===== src/pkg/ebm_params.svh =====
// Constants for the enable and battery monitor reset sequencer.
// Assumes inclusion by bare name; definitions only.
`ifndef EBM_PARAMS_SVH
`define EBM_PARAMS_SVH

// Battery level codes in millivolts, compared against a digital level input
`define EBM_LEVEL_LOW_MV      16'h08fc
`define EBM_LEVEL_HIGH_MV     16'h0abe
`define EBM_HYST_MV           16'h0096
// Enable pin threshold in millivolts
`define EBM_ENABLE_THRESH_MV  16'h044c
// Configuration word field positions
`define EBM_CFG_MON_EN_BIT    0
`define EBM_CFG_LEVEL_SEL_BIT 1
`define EBM_CFG_DEFAULTS_LSB  8
`define EBM_CFG_DEFAULTS_MSB  15
// Fixed hardware defaults
`define EBM_HW_DEFAULTS       8'h5a
// Least reset hold time in ns and its cycle count at 100 MHz
`define EBM_CLK_PERIOD_NS     10
`define EBM_HOLD_NS           100
`define EBM_HOLD_CYCLES       ((`EBM_HOLD_NS + `EBM_CLK_PERIOD_NS - 1) / `EBM_CLK_PERIOD_NS)

`endif


===== src/pkg/ebm_pkg.sv =====
// Types shared by the reset sequencer files.
// Assumes ebm_params.svh supplies the numeric constants.
package ebm_pkg;
   typedef enum logic [3:0] {
      EBM_POWER_DOWN = 4'h1,
      EBM_MONITOR    = 4'h2,
      EBM_HOLD       = 4'h4,
      EBM_RUN        = 4'h8
   } ebm_state_e;

   typedef logic [15:0] ebm_mv_t;
endpackage


===== src/design/ebm_reset_seq.sv =====
// Reset and power-state sequencer driven by enable pin and battery monitor.
// Assumes all inputs synchronous to clk; enable and pad levels come as digital flags.
`timescale 1ns/1ps
`include "ebm_params.svh"

// Notes on behaviour
// - Monitor on and battery below critical level moves device to monitor state.
// - Monitor enable comes from the nonvolatile configuration word.
// - Monitor is off at first start-up until configuration requests it.
// - Battery level is compared every cycle while monitoring.
// - Two selectable critical levels, about 150 mV hysteresis.
// - Enable pin low gives hard power-down with reset held.
// - Battery reset gives monitor state only while enable pin is high.
// - Reset restarts firmware and returns registers to defaults.
// - Some defaults come from configuration, others fixed in hardware.
// - Leave reset only with enable high and battery fine if monitored.
// - Pad supply loss marks latched interface choice invalid until reboot.
module ebm_reset_seq #(
   parameter int SEL_W      = 2,
   parameter int HOLD_COUNT = `EBM_HOLD_CYCLES
) (
   input  wire logic                clk,
   input  wire logic                rst_b,
   input  wire logic                chip_enable_pin,
   input  wire ebm_pkg::ebm_mv_t    battery_mv,
   input  wire logic                pad_supply_ok,
   input  wire logic                cfg_loaded,
   input  wire logic [15:0]         cfg_word,
   input  wire logic [SEL_W-1:0]    iface_sel_pins,
   output logic                     core_rst_b,
   output logic                     fw_restart,
   output logic                     hard_power_down,
   output logic                     monitor_state,
   output logic                     monitor_enabled,
   output logic [7:0]               cfg_defaults,
   output logic [7:0]               hw_defaults,
   output logic [SEL_W-1:0]         iface_sel,
   output logic                     iface_sel_valid,
   output ebm_pkg::ebm_state_e      state
);
   // Hold counter is 8 bits and saturates, so larger counts cannot be served
   if (HOLD_COUNT < 1 || HOLD_COUNT > 255 || SEL_W < 1) begin : g_bad_params
      $error("HOLD_COUNT or SEL_W out of range");
   end

   ebm_pkg::ebm_state_e state_q;
   ebm_pkg::ebm_state_e state_d;
   logic                mon_en_q;
   logic                level_sel_q;
   logic                battery_low;
   logic [7:0]          hold_q;
   logic [7:0]          cfg_def_q;
   logic [7:0]          cfg_def_d;
   logic [7:0]          cfg_out_q;
   logic                core_rst_b_q;
   logic                fw_restart_q;
   logic                pad_q;
   logic                pad_lost;
   logic                capture;
   logic                cause;

   // Configuration flags start cleared so the monitor is off at first power-up
   always_ff @(posedge clk or negedge rst_b) begin
      if (!rst_b) begin
         mon_en_q    <= 1'b0;
         level_sel_q <= 1'b0;
         cfg_def_q   <= 8'h00;
      end else if (cfg_loaded) begin
         mon_en_q    <= cfg_word[`EBM_CFG_MON_EN_BIT];
         level_sel_q <= cfg_word[`EBM_CFG_LEVEL_SEL_BIT];
         cfg_def_q   <= cfg_word[`EBM_CFG_DEFAULTS_MSB:`EBM_CFG_DEFAULTS_LSB];
      end
   end

   assign cfg_def_d = cfg_loaded ? cfg_word[`EBM_CFG_DEFAULTS_MSB:`EBM_CFG_DEFAULTS_LSB]
                                 : cfg_def_q;

   ebm_battery_cmp u_cmp (
      .clk         (clk),
      .rst_b       (rst_b),
      .enable      (mon_en_q),
      .level_sel   (level_sel_q),
      .battery_mv  (battery_mv),
      .battery_low (battery_low)
   );

   // Any live cause keeps the core in reset
   assign cause = !chip_enable_pin || (mon_en_q && battery_low);

   always_comb begin
      state_d = state_q;
      case (state_q)
         ebm_pkg::EBM_POWER_DOWN: begin
            if (chip_enable_pin && mon_en_q && battery_low) begin
               state_d = ebm_pkg::EBM_MONITOR;
            end else if (chip_enable_pin) begin
               state_d = ebm_pkg::EBM_HOLD;
            end
         end
         ebm_pkg::EBM_MONITOR: begin
            if (!chip_enable_pin) begin
               state_d = ebm_pkg::EBM_POWER_DOWN;
            end else if (!(mon_en_q && battery_low)) begin
               state_d = ebm_pkg::EBM_HOLD;
            end
         end
         ebm_pkg::EBM_HOLD: begin
            if (!chip_enable_pin) begin
               state_d = ebm_pkg::EBM_POWER_DOWN;
            end else if (mon_en_q && battery_low) begin
               state_d = ebm_pkg::EBM_MONITOR;
            end else if (hold_q == 8'(HOLD_COUNT - 1)) begin
               state_d = ebm_pkg::EBM_RUN;
            end
         end
         ebm_pkg::EBM_RUN: begin
            if (!chip_enable_pin) begin
               state_d = ebm_pkg::EBM_POWER_DOWN;
            end else if (mon_en_q && battery_low) begin
               state_d = ebm_pkg::EBM_MONITOR;
            end
         end
         default: begin
            state_d = ebm_pkg::EBM_POWER_DOWN;
         end
      endcase
   end

   always_ff @(posedge clk or negedge rst_b) begin
      if (!rst_b) begin
         state_q <= ebm_pkg::EBM_POWER_DOWN;
      end else begin
         state_q <= state_d;
      end
   end

   // Hold counter guarantees a minimum reset width after causes clear
   always_ff @(posedge clk or negedge rst_b) begin
      if (!rst_b) begin
         hold_q <= 8'h00;
      end else if (state_q != ebm_pkg::EBM_HOLD || cause) begin
         hold_q <= 8'h00;
      end else if (hold_q != 8'hff) begin
         hold_q <= hold_q + 8'h01;
      end
   end

   assign capture = (state_q == ebm_pkg::EBM_HOLD) && (state_d == ebm_pkg::EBM_RUN);

   always_ff @(posedge clk or negedge rst_b) begin
      if (!rst_b) begin
         core_rst_b_q <= 1'b0;
         fw_restart_q <= 1'b0;
      end else begin
         core_rst_b_q <= (state_d == ebm_pkg::EBM_RUN);
         fw_restart_q <= capture;
      end
   end

   // Zero while held; a load in the release cycle is already visible
   always_ff @(posedge clk or negedge rst_b) begin
      if (!rst_b) begin
         cfg_out_q <= 8'h00;
      end else if (state_d == ebm_pkg::EBM_RUN) begin
         cfg_out_q <= cfg_def_d;
      end else begin
         cfg_out_q <= 8'h00;
      end
   end

   // Pad supply falling edge while powered; boot recovery is left to the host
   always_ff @(posedge clk or negedge rst_b) begin
      if (!rst_b) begin
         pad_q <= 1'b0;
      end else begin
         pad_q <= pad_supply_ok;
      end
   end
   assign pad_lost = pad_q && !pad_supply_ok;

   ebm_iface_latch #(
      .SEL_W (SEL_W)
   ) u_latch (
      .clk       (clk),
      .rst_b     (rst_b),
      .capture   (capture),
      .pad_lost  (pad_lost),
      .sel_pins  (iface_sel_pins),
      .sel_q     (iface_sel),
      .sel_valid (iface_sel_valid)
   );

   assign core_rst_b      = core_rst_b_q;
   assign fw_restart      = fw_restart_q;
   assign hard_power_down = (state_q == ebm_pkg::EBM_POWER_DOWN);
   assign monitor_state   = (state_q == ebm_pkg::EBM_MONITOR);
   assign monitor_enabled = mon_en_q;
   // Defaults read as stored values only while the core runs
   assign cfg_defaults    = cfg_out_q;
   assign hw_defaults     = 8'(`EBM_HW_DEFAULTS);
   assign state           = state_q;

   enable_low_pd_a: assert property (@(posedge clk) disable iff (!rst_b)
      !chip_enable_pin |=> hard_power_down && !core_rst_b)
      else $error("enable low without hard power-down");

   batt_monitor_a: assert property (@(posedge clk) disable iff (!rst_b)
      (state_q == ebm_pkg::EBM_RUN && chip_enable_pin && mon_en_q && battery_low)
      |=> monitor_state)
      else $error("low battery did not enter monitor state");

   monitor_needs_en_a: assert property (@(posedge clk) disable iff (!rst_b)
      monitor_state |-> $past(chip_enable_pin))
      else $error("monitor state without enable high");

   release_cond_a: assert property (@(posedge clk) disable iff (!rst_b)
      $rose(core_rst_b) |-> $past(chip_enable_pin) && !$past(mon_en_q && battery_low))
      else $error("reset released with a cause present");

   hold_min_a: assert property (@(posedge clk) disable iff (!rst_b)
      $rose(core_rst_b) |-> $past(state_q == ebm_pkg::EBM_HOLD))
      else $error("reset released without hold phase");

   cause_holds_a: assert property (@(posedge clk) disable iff (!rst_b)
      cause |=> !core_rst_b)
      else $error("core out of reset while cause present");

   fw_restart_a: assert property (@(posedge clk) disable iff (!rst_b)
      $rose(core_rst_b) |-> fw_restart ##1 !fw_restart)
      else $error("firmware restart pulse missing at release");

   mon_cfg_a: assert property (@(posedge clk) disable iff (!rst_b)
      cfg_loaded |=> monitor_enabled == $past(cfg_word[`EBM_CFG_MON_EN_BIT]))
      else $error("monitor enable does not follow configuration");

   sel_kept_a: assert property (@(posedge clk) disable iff (!rst_b)
      (core_rst_b && $past(core_rst_b)) |-> $stable(iface_sel))
      else $error("interface selection changed while running");

   hold_len_a: assert property (@(posedge clk) disable iff (!rst_b)
      $rose(core_rst_b) |-> $past(hold_q) == 8'(HOLD_COUNT - 1))
      else $error("reset released before the hold count ran out");

   hold_in_reset_a: assert property (@(posedge clk) disable iff (!rst_b)
      (state == ebm_pkg::EBM_HOLD) |-> !core_rst_b)
      else $error("core out of reset during hold phase");

   pd_in_reset_a: assert property (@(posedge clk) disable iff (!rst_b)
      hard_power_down |-> !core_rst_b)
      else $error("core out of reset in hard power-down");

   mon_in_reset_a: assert property (@(posedge clk) disable iff (!rst_b)
      monitor_state |-> !core_rst_b)
      else $error("core out of reset in monitor state");

   bat_cause_en_a: assert property (@(posedge clk) disable iff (!rst_b)
      (chip_enable_pin && mon_en_q && battery_low) |=> monitor_state)
      else $error("battery cause with enable high did not give monitor state");

   mon_off_cmp_a: assert property (@(posedge clk) disable iff (!rst_b)
      !mon_en_q |=> !battery_low)
      else $error("battery low flagged while monitor is off");

   cfg_stable_a: assert property (@(posedge clk) disable iff (!rst_b)
      !cfg_loaded |=> $stable(monitor_enabled))
      else $error("monitor enable changed without a configuration load");

   run_needs_en_a: assert property (@(posedge clk) disable iff (!rst_b)
      core_rst_b |-> $past(chip_enable_pin))
      else $error("core running after enable was low");

   run_no_low_a: assert property (@(posedge clk) disable iff (!rst_b)
      core_rst_b |-> !$past(mon_en_q && battery_low))
      else $error("core running with monitored battery low");

   pd_to_hold_a: assert property (@(posedge clk) disable iff (!rst_b)
      (hard_power_down && chip_enable_pin && !(mon_en_q && battery_low))
      |=> (state == ebm_pkg::EBM_HOLD))
      else $error("enable high did not start the hold phase");

   leave_mon_a: assert property (@(posedge clk) disable iff (!rst_b)
      (monitor_state && chip_enable_pin && !(mon_en_q && battery_low))
      |=> (state == ebm_pkg::EBM_HOLD))
      else $error("battery recovery did not leave monitor state");

   fw_at_release_a: assert property (@(posedge clk) disable iff (!rst_b)
      fw_restart |-> core_rst_b && !$past(core_rst_b))
      else $error("firmware restart pulse away from release");

   reset_zero_def_a: assert property (@(posedge clk) disable iff (!rst_b)
      !core_rst_b |-> cfg_defaults == 8'h00)
      else $error("stored defaults visible while core in reset");

   cfg_def_load_a: assert property (@(posedge clk) disable iff (!rst_b)
      (core_rst_b && $past(cfg_loaded))
      |-> cfg_defaults == $past(cfg_word[`EBM_CFG_DEFAULTS_MSB:`EBM_CFG_DEFAULTS_LSB]))
      else $error("loaded defaults not shown while running");

   sel_capture_a: assert property (@(posedge clk) disable iff (!rst_b)
      fw_restart |-> iface_sel == $past(iface_sel_pins))
      else $error("interface selection not taken at release");

   valid_on_boot_a: assert property (@(posedge clk) disable iff (!rst_b)
      (fw_restart && !$past(pad_lost)) |-> iface_sel_valid)
      else $error("selection not valid after a clean boot");
endmodule // ebm_reset_seq


===== src/design/ebm_battery_cmp.sv =====
// Battery comparator with two selectable critical levels and hysteresis.
// Assumes the battery level arrives as a millivolt code synchronous to clk.
`timescale 1ns/1ps
`include "ebm_params.svh"

module ebm_battery_cmp (
   input  wire logic           clk,
   input  wire logic           rst_b,
   input  wire logic           enable,
   input  wire logic           level_sel,
   input  wire ebm_pkg::ebm_mv_t battery_mv,
   output logic                battery_low
);
   ebm_pkg::ebm_mv_t battery_critical_level;
   ebm_pkg::ebm_mv_t release_level;
   logic             low_q;

   assign battery_critical_level = level_sel ? ebm_pkg::ebm_mv_t'(`EBM_LEVEL_HIGH_MV)
                                             : ebm_pkg::ebm_mv_t'(`EBM_LEVEL_LOW_MV);
   assign release_level = battery_critical_level + ebm_pkg::ebm_mv_t'(`EBM_HYST_MV);

   // Evaluated every cycle, not only at start-up
   always_ff @(posedge clk or negedge rst_b) begin
      if (!rst_b) begin
         low_q <= 1'b0;
      end else if (!enable) begin
         low_q <= 1'b0;
      end else if (!low_q && battery_mv < battery_critical_level) begin
         low_q <= 1'b1;
      end else if (low_q && battery_mv >= release_level) begin
         low_q <= 1'b0;
      end
   end

   assign battery_low = low_q;

   hyst_hold_a: assert property (@(posedge clk) disable iff (!rst_b)
      (low_q && enable && battery_mv < release_level) |=> low_q)
      else $error("battery low flag dropped inside hysteresis band");
endmodule // ebm_battery_cmp


===== src/design/ebm_iface_latch.sv =====
// Latch of host interface selection pins, taken as reset ends.
// Assumes the select pins are synchronous to clk.
`timescale 1ns/1ps

module ebm_iface_latch #(
   parameter int SEL_W = 2
) (
   input  wire logic             clk,
   input  wire logic             rst_b,
   input  wire logic             capture,
   input  wire logic             pad_lost,
   input  wire logic [SEL_W-1:0] sel_pins,
   output logic      [SEL_W-1:0] sel_q,
   output logic                  sel_valid
);
   if (SEL_W < 1) begin : g_bad_width
      $error("SEL_W must be at least 1");
   end

   logic valid_q;

   always_ff @(posedge clk or negedge rst_b) begin
      if (!rst_b) begin
         sel_q <= '0;
      end else if (capture) begin
         sel_q <= sel_pins;
      end
   end

   // Pad loss wins over capture: a selection taken while unbiased is untrusted
   always_ff @(posedge clk or negedge rst_b) begin
      if (!rst_b) begin
         valid_q <= 1'b0;
      end else if (pad_lost) begin
         valid_q <= 1'b0;
      end else if (capture) begin
         valid_q <= 1'b1;
      end
   end

   assign sel_valid = valid_q;

   pad_invalid_a: assert property (@(posedge clk) disable iff (!rst_b)
      pad_lost |=> !sel_valid)
      else $error("selection still valid after pad supply loss");
endmodule // ebm_iface_latch


===== config.mk =====
export PLATFORM = sky130hd
export DESIGN_NAME = ebm_reset_seq
export DESIGN_NICKNAME = d
export VERILOG_FILES = /design/src/pkg/ebm_pkg.sv /design/src/design/ebm_reset_seq.sv /design/src/design/ebm_battery_cmp.sv /design/src/design/ebm_iface_latch.sv
export VERILOG_INCLUDE_DIRS = /design/src /design/src/pkg
export SDC_FILE = /design/constraint.sdc
export NUM_CORES = 1
export LEC_CHECK = 0
export ABC_AREA = 1
export BUFFER_PORTS_ARGS = -buffer_cell sky130_fd_sc_hd__buf_2
export CAP_MARGIN = 30
export CORE_AREA = 2 2 67 69
export CTS_CLUSTER_DIAMETER = 120
export DETAILED_ROUTE_END_ITERATION = 10
export DIE_AREA = 0 0 69 71
export GPL_ROUTABILITY_DRIVEN = 0
export GPL_TIMING_DRIVEN = 0
export PLACE_DENSITY = 0.73
export SYNTH_ARGS = -nofsm -noshare
export SYNTH_HDL_FRONTEND = slang
export SYNTH_SLANG_ARGS = --single-unit

===== constraint.sdc =====
create_clock -name clk -period 1.5 [get_ports clk]
set_input_delay 0.225 -clock clk [delete_from_list [all_inputs] [get_ports clk]]
set_output_delay 0.225 -clock clk [all_outputs]
set_load 0.01 [all_outputs]

==> impl_metrics.py, run 1 <==
metrics = {
    "yosys": {
        "synth_top_family_by_area": "simple AND/OR/NAND/NOR gates",
        "syn_inst": 238,
        "yosys.area_share.simple": 0.230,
        "synth_xor_area_frac": 0.00878,
        "async_reset_ff_frac": 1.00,
        "ys.flop_type": "dfrtp_1",
        "yosysWarnings": 0,
        "muxShareOfSynthArea": 0,
        "synth.avg_cell_area_um2": 8.38,
        "synth_compound_area_frac": 0.0972,
        "synth-edff-count": 0,
        "synth_top_area_frac": 0.452,
        "synth_area_um2": 1990,
        "yosysSeqAreaShare": 0.465,
        "synth_seq_cells": 37,
        "synth_top_area_cell": "dfrtp_1",
        "netlist_top_cells_area": "dfrtp_1, inv_1, nand2_1",
        "synthAdderAreaFrac": 0.0565,
        "ys_types": 30,
    },
    "worst_setup_path": {
        "arrival_ns": 1.61,
        "r2r_setup_slack_ns": 0.08,
        "end_kind": "flop",
        "required_ns": 1.69,
        "critPathKind": "flop to flop",
        "worstReg2RegEnd": "hold_q[1]",
        "worstRegToRegCells": 8,
        "cp_max_fo": 7,
        "critPathLaunchType": "flop",
        "worst_r2r_startpoint": "hold_q[1]",
    },
    "grt": {
        "overflow": 0,
        "grt_pass1_wl_um": 6610,
        "grt_pass1_vias": 1546,
        "grt_util_met2": 0.265,
        "grt.met3_usage": 0.0499,
        "grtUsageMet1": 0.214,
        "grt.total_usage": 0.169,
        "antenna_found_initial": 0,
        "top_usage_layer": "met2",
        "grt_max_degree": 38,
    },
    "die": {
        "die_h_um": 71,
        "start_util": 0.474,
        "top_level_ports": 67,
        "die_area_um2": 4900,
        "die_width_um": 69,
        "core-area_um2": 4200,
        "rows": 24,
    },
    "sta": {
        "maxSlewViolCount": 0,
        "tightest_slew_ns": 0.798,
        "layout_setup_ws_ns": 0.0801,
        "setup_viol": 0,
        "fin_skew_ns": 0.00649,
        "hold_viol_final": 0,
        "fmax_mhz": 704,
        "finalCritPeriodShare": 0.947,
        "rsz0062_at_grt": "true",
        "min_period_ns": 1.42,
        "relSlewSlack": 0.468,
    },
    "drt": {
        "ant_nets": 0,
        "drtPass1Iterations": 4,
        "vias": 1655,
        "routedWlPerCell_um": 10.4,
        "drt_iter0_drc": 52,
        "routed_wl_um": 3740,
        "drc": 0,
        "avgViaCountPerCell": 4.60,
    },
    "power": {
        "p_int_mw": 1.68,
        "p_leak_nw": 1.45,
        "powerDensity_nw_per_um2": 890,
        "p_seq_frac": 0.471,
        "clockPowerShare": 0.385,
        "finalPower_mw": 2.26,
        "peakVddDrop_mv": 0.530,
        "combPwrFrac": 0.144,
        "power.switching_mw": 0.577,
        "swShare": 0.256,
    },
    "clocking": {
        "htree_levels": 2,
        "cts_tree": "built",
        "clockBufferDepth": 2,
        "clkLatencyLatePin_ns": 0.29,
        "clkSinkCount": 37,
        "cts_made_buffers": 5,
        "root_buffer": "clkbuf_8",
        "clk_pin_slew_ns": 0.08,
    },
    "place": {
        "portBuffers": 51,
        "post-dp-hpwl_um": 2760,
        "dp_slack_ns": 0.0302,
    },
    "finish": {
        "layout_common_cells": "buf_2, inv_1, nand2_1",
        "register_area_um2": 930,
        "multi_input_area_um2": 851,
        "layout-drive-gt1-share": 0.344,
        "fillers": 393,
        "syn_to_final_growth_pct": 27.2,
        "layout_commonest_cell": "buf_2",
        "finalNetCount": 355,
        "num_antenna_cells": 0,
    },
    "status": {
        "status": "finished clean",
    },
    "min_path": {
        "hp-class": "primary input to async pin",
    },
    "run": {
        "cap_violations": 0,
    },
}
## flip-flops by register name, summed over array words and instances (netlist names)
name and cells:
pad_q 1, core_rst_b 1, hold_q 8, cfg_def_q 8, level_sel_q 1, u_latch.sel_q 2, cfg_defaults 8, u_cmp.battery_low 1
monitor_enabled 1, fw_restart 1, u_latch.sel_valid 1, state 4
## per-stage QoR
| step | area (um2) | hold WS (ns) | setup TNS [ns] | instances | util |
|---|---|---|---|---|---|
| after floorplan | 2020 | -0.0706 | 0 | 244 | - |
| after global placement | 2340 | 0.348 | 0 | 347 | 0.556 |
| after detailed placement | 2340 | 0.348 | 0 | 347 | 0.556 |
| after CTS | 2450 | 0.0318 | 0 | 355 | 0.583 |
| after global routing | 2540 | 0.0215 | -0.0136 | 360 | 0.603 |
| final | 2540 | 0.0101 | 0 | 360 | 0.603 |
## synthesized netlist by cell type, types with 2 or more instances
master	number
o21ai_0	17
nand2_2	2
o21ai_1	2
dfrtp_1	36
nor2_1	15
ha_1	9
or2_2	2
inv_2	3
inv_1	47
conb_1	2
nand2_1	45
nand3_1	12
nor3_1	4
a21oi_1	4
nand4_1	6
clkbuf_1	2
xor2_1	2
a21oi_2	8
buf_4	8
buf_6	2
## worst max-delay path: stages (launching register included)
cell     delay [ns]
dfrtp_1        0.42
ha_4           0.17
nand2_2        0.05
inv_2          0.06
nand4_1        0.15
nor2_4         0.20
nand3_4        0.13
nand2_2        0.08
o21ai_1        0.05
## worst max path at each step
stage | startpoint | end | slack (ns) | depth (start not counted)
after floorplan | level_sel_q | u_cmp.battery_low | 0.19 | 9
after global placement | level_sel_q | u_cmp.battery_low | 0.03 | 8
after detailed placement | level_sel_q | u_cmp.battery_low | 0.03 | 8
after CTS | level_sel_q | u_cmp.battery_low | 0.02 | 8
after global routing | level_sel_q | u_cmp.battery_low | -0.01 | 9
final | hold_q[1] | hold_q[1] | 0.08 | 8
## metal layers
layer | part of all wire | up-vias
met3 | 0.066 | 5
met5 | 0 | -
met2 | 0.46 | 48
met4 | 0.021 | 0
met1 | 0.46 | 737
li1 | - | 865
## timing repair
| action | CTS | global route |
|---|---|---|
| resized for setup | 0 | 16 |
| setup buffers | 0 | 5 |
| endpoints found under the setup margin | 0 | 5 |
| hold buffers | 0 | 0 |
## power groups by stage
stage / sequential (mW) / combinational (mW) / clock [mW]
CTS: 1.06 / 0.295 / 0.900
detailed placement: 1.08 / 0.294 / 0
global placement: 1.08 / 0.289 / 0
finish: 1.06 / 0.325 / 0.869
floorplan: 1.08 / 0.179 / 0
global route: 1.07 / 0.375 / 0.953
## cell families (layout without fill, tap and decap cells)
| group | Yosys count | after routing |
|---|---|---|
| AOI/OAI and AO/OA | 32 | 32 |
| xor gates and xnor gates | 2 | 2 |
| adders and majority gates | 9 | 9 |
| buffers and inverters | 62 | 126 |
| DFF | 37 | 37 |
| other | 2 | 8 |
| and+or+nand+nor | 94 | 94 |
## layout make-up
class	instances	share of cell area
Buffer	12	0.0355
Clock buffer	5	0.0271
Clock inverter	3	0.0183
Inverter	50	0.0760
Multi-Input combinational cell	145	0.335
Sequential cell	37	0.367
Tap cell	52	0.0257
Timing Repair Buffer	56	0.115
(Power assumes the default switching activity.)
==> run 2: changes to the inputs <==
==> constraint.sdc (replaced) <==
create_clock -name clk -period 1.5 [get_ports clk]
set_input_delay 0.075 -clock clk [delete_from_list [all_inputs] [get_ports clk]]
set_output_delay 0.075 -clock clk [all_outputs]
set_load 0.01 [all_outputs]
==> run 2 against run 1 <==
Net effect:
- sequential share of layout area down 0.50 points
- clock power about the same
- routed wire length up 2.8%
- die area is the same
- first-iteration DRC count is 12% lower
- utilization is 0.83 points higher
- critical path type unchanged
- register-to-register slack about the same
- non-clock buffer count up 3
- final cell count up 0.83%
- final area grew 1.4%
- sequential power about the same
- highest routed layer unchanged
- combinational power is 4% lower
==> impl_metrics.py, run 2 (same netlist as run 1, synthesis figures left out) <==
metrics = {
    "status": {
        "status": "finished clean",
    },
    "die": {
        "die_area_um2": 4900,
        "die_width_um": 69,
        "top_level_ports": 67,
        "rows": 24,
        "start_util": 0.474,
        "die_h_um": 71,
        "core-area_um2": 4200,
    },
    "grt": {
        "grt.total_usage": 0.175,
        "grt_pass1_wl_um": 6820,
        "antenna_found_initial": 0,
        "grt_max_degree": 38,
        "overflow": 0,
        "grt_pass1_vias": 1594,
    },
    "worst_setup_path": {
        "arrival_ns": 1.62,
        "cp.depth": 8,
        "startpoint": "hold_q[1]",
        "worstRegToRegCells": 8,
        "end_kind": "flop",
        "critPathLaunchType": "flop",
        "critPathBufInv": 1,
        "critPathKind": "flop to flop",
        "crit_top_cell": "nand2_2",
        "crit_slowest_cell": "dfrtp_1",
        "crit_chain": "ha_4, nand2_2, inv_2, nand4_1, nor2_4, nand3_4, nand2_2, o21ai_1",
        "worst_r2r_startpoint": "hold_q[1]",
        "cp_max_fo": 7,
        "required_ns": 1.69,
        "path_delay_family": "simple AND/OR/NAND/NOR gates",
        "max_stage_delay_ns": 0.42,
    },
    "finish": {
        "multi_input_area_um2": 851,
        "layout-drive-gt1-share": 0.328,
        "layout_commonest_cell": "buf_2",
        "num_antenna_cells": 0,
        "fillers": 389,
        "fin_cells": 363,
        "register_area_um2": 930,
        "finalInstanceArea_um2": 2570,
        "syn_to_final_growth_pct": 28.9,
        "finalNetCount": 358,
        "layout_common_cells": "buf_2, inv_1, nand2_1",
    },
    "sta": {
        "fin_skew_ns": 0.00820,
        "setup_viol": 0,
        "tightest_slew_ns": 0.789,
        "maxSlewViolCount": 0,
        "fmax_mhz": 700,
        "min_period_ns": 1.43,
        "hold_viol_final": 0,
        "hold_ws_ns": 0.0384,
        "finalSetupTns_ns": 0,
        "relSlewSlack": 0.474,
        "finalCritPeriodShare": 0.952,
        "rsz0062_at_grt": "true",
    },
    "clocking": {
        "htree_levels": 2,
        "clkLatencyLatePin_ns": 0.29,
        "clk_pin_slew_ns": 0.08,
        "cts_made_buffers": 5,
        "cts_tree": "built",
        "clkSinkCount": 37,
        "clockBufferDepth": 2,
        "root_buffer": "clkbuf_8",
    },
    "drt": {
        "ant_nets": 0,
        "drc": 0,
        "drtPass1Iterations": 4,
        "routed_wl_um": 3840,
        "vias": 1657,
        "drt_iter0_drc": 46,
        "routedWlPerCell_um": 10.6,
        "avgViaCountPerCell": 4.56,
    },
    "power": {
        "p_int_mw": 1.67,
        "p_seq_frac": 0.473,
        "p_leak_nw": 1.46,
        "combPwrFrac": 0.139,
        "swShare": 0.256,
        "peakVddDrop_mv": 0.545,
        "clockPowerShare": 0.388,
        "powerDensity_nw_per_um2": 874,
        "power.switching_mw": 0.575,
    },
    "min_path": {
        "hp-class": "primary input to flop",
        "min_from": "chip_enable_pin",
        "holdPathStages": 3,
    },
    "run": {
        "cap_violations": 0,
    },
    "place": {
        "post-dp-hpwl_um": 2760,
        "placedInstanceArea_um2": 2340,
        "place_inst": 347,
        "portBuffers": 51,
    },
}
## run 2: cell types whose count changed in the layout (fill, tap and decap cells not counted)
cell,change
dlygate4sd3_1,+6
buf_4,-3
inv_1,+1
inv_4,-1
## run 2: layer usage
layer  vias up  share of wire  global-route usage
met5         -              0                   0
met2        48           0.47               0.284
met4         0          0.019              0.0850
met3         4          0.061              0.0499
met1       738           0.45               0.215
li1        867              -                   -
## run 2: through the flow
step	utilization	power, mW	setup slack, ns
5_1_grt	0.612	2.38	-0.0136
6_report	0.612	2.25	0.0724
3_5_place_dp	0.556	1.38	0.0302
3_3_place_gp	0.556	1.37	0.0337
2_1_floorplan	-	1.26	0.189
4_1_cts	0.598	2.27	0.0198
## run 2: power groups by stage
stage	registers [mW]	clock network, mW	logic [mW]
global route	1.07	0.953	0.363
global placement	1.08	0	0.289
floorplan	1.08	0	0.179
finish	1.06	0.871	0.312
detailed placement	1.08	0	0.294
CTS	1.06	0.900	0.306
## run 2: timing repair
action	in CTS	in global routing
hold buffers	6	0
endpoints found under the hold margin	42	0
resized for setup	0	14
setup buffers	0	2
setup endpoints to repair	0	3
## run 2: final timing paths
kind                                           to  slack (ns)
worst max-delay path                    hold_q[1]        0.07
worst min-delay path                     state[1]        0.04
worst max register to register          hold_q[1]        0.07
worst min register to register  u_latch.sel_valid        0.42
max in group asynchronous             level_sel_q        0.54
min in group asynchronous               hold_q[2]        0.40
## run 2: worst register-to-register path, delay by kind of cell (launching register included)
family / cells / cell delay, ns
and+or+nand+nor: 5 / 0.64
DFF: 1 / 0.42
adders and majority gates: 1 / 0.17
buffers and inverters: 1 / 0.05
AOI/OAI and AO/OA: 1 / 0.05
## run 2: area by class of cell
| cell class | count | share of cell area |
|---|---|---|
| Sequential cell | 37 | 0.362 |
| Clock buffer | 5 | 0.0268 |
| Tap cell | 52 | 0.0253 |
| Clock inverter | 3 | 0.0180 |
| Buffer | 12 | 0.0350 |
| Multi-Input combinational cell | 145 | 0.331 |
| Timing Repair Buffer | 59 | 0.128 |
| Inverter | 50 | 0.0740 |
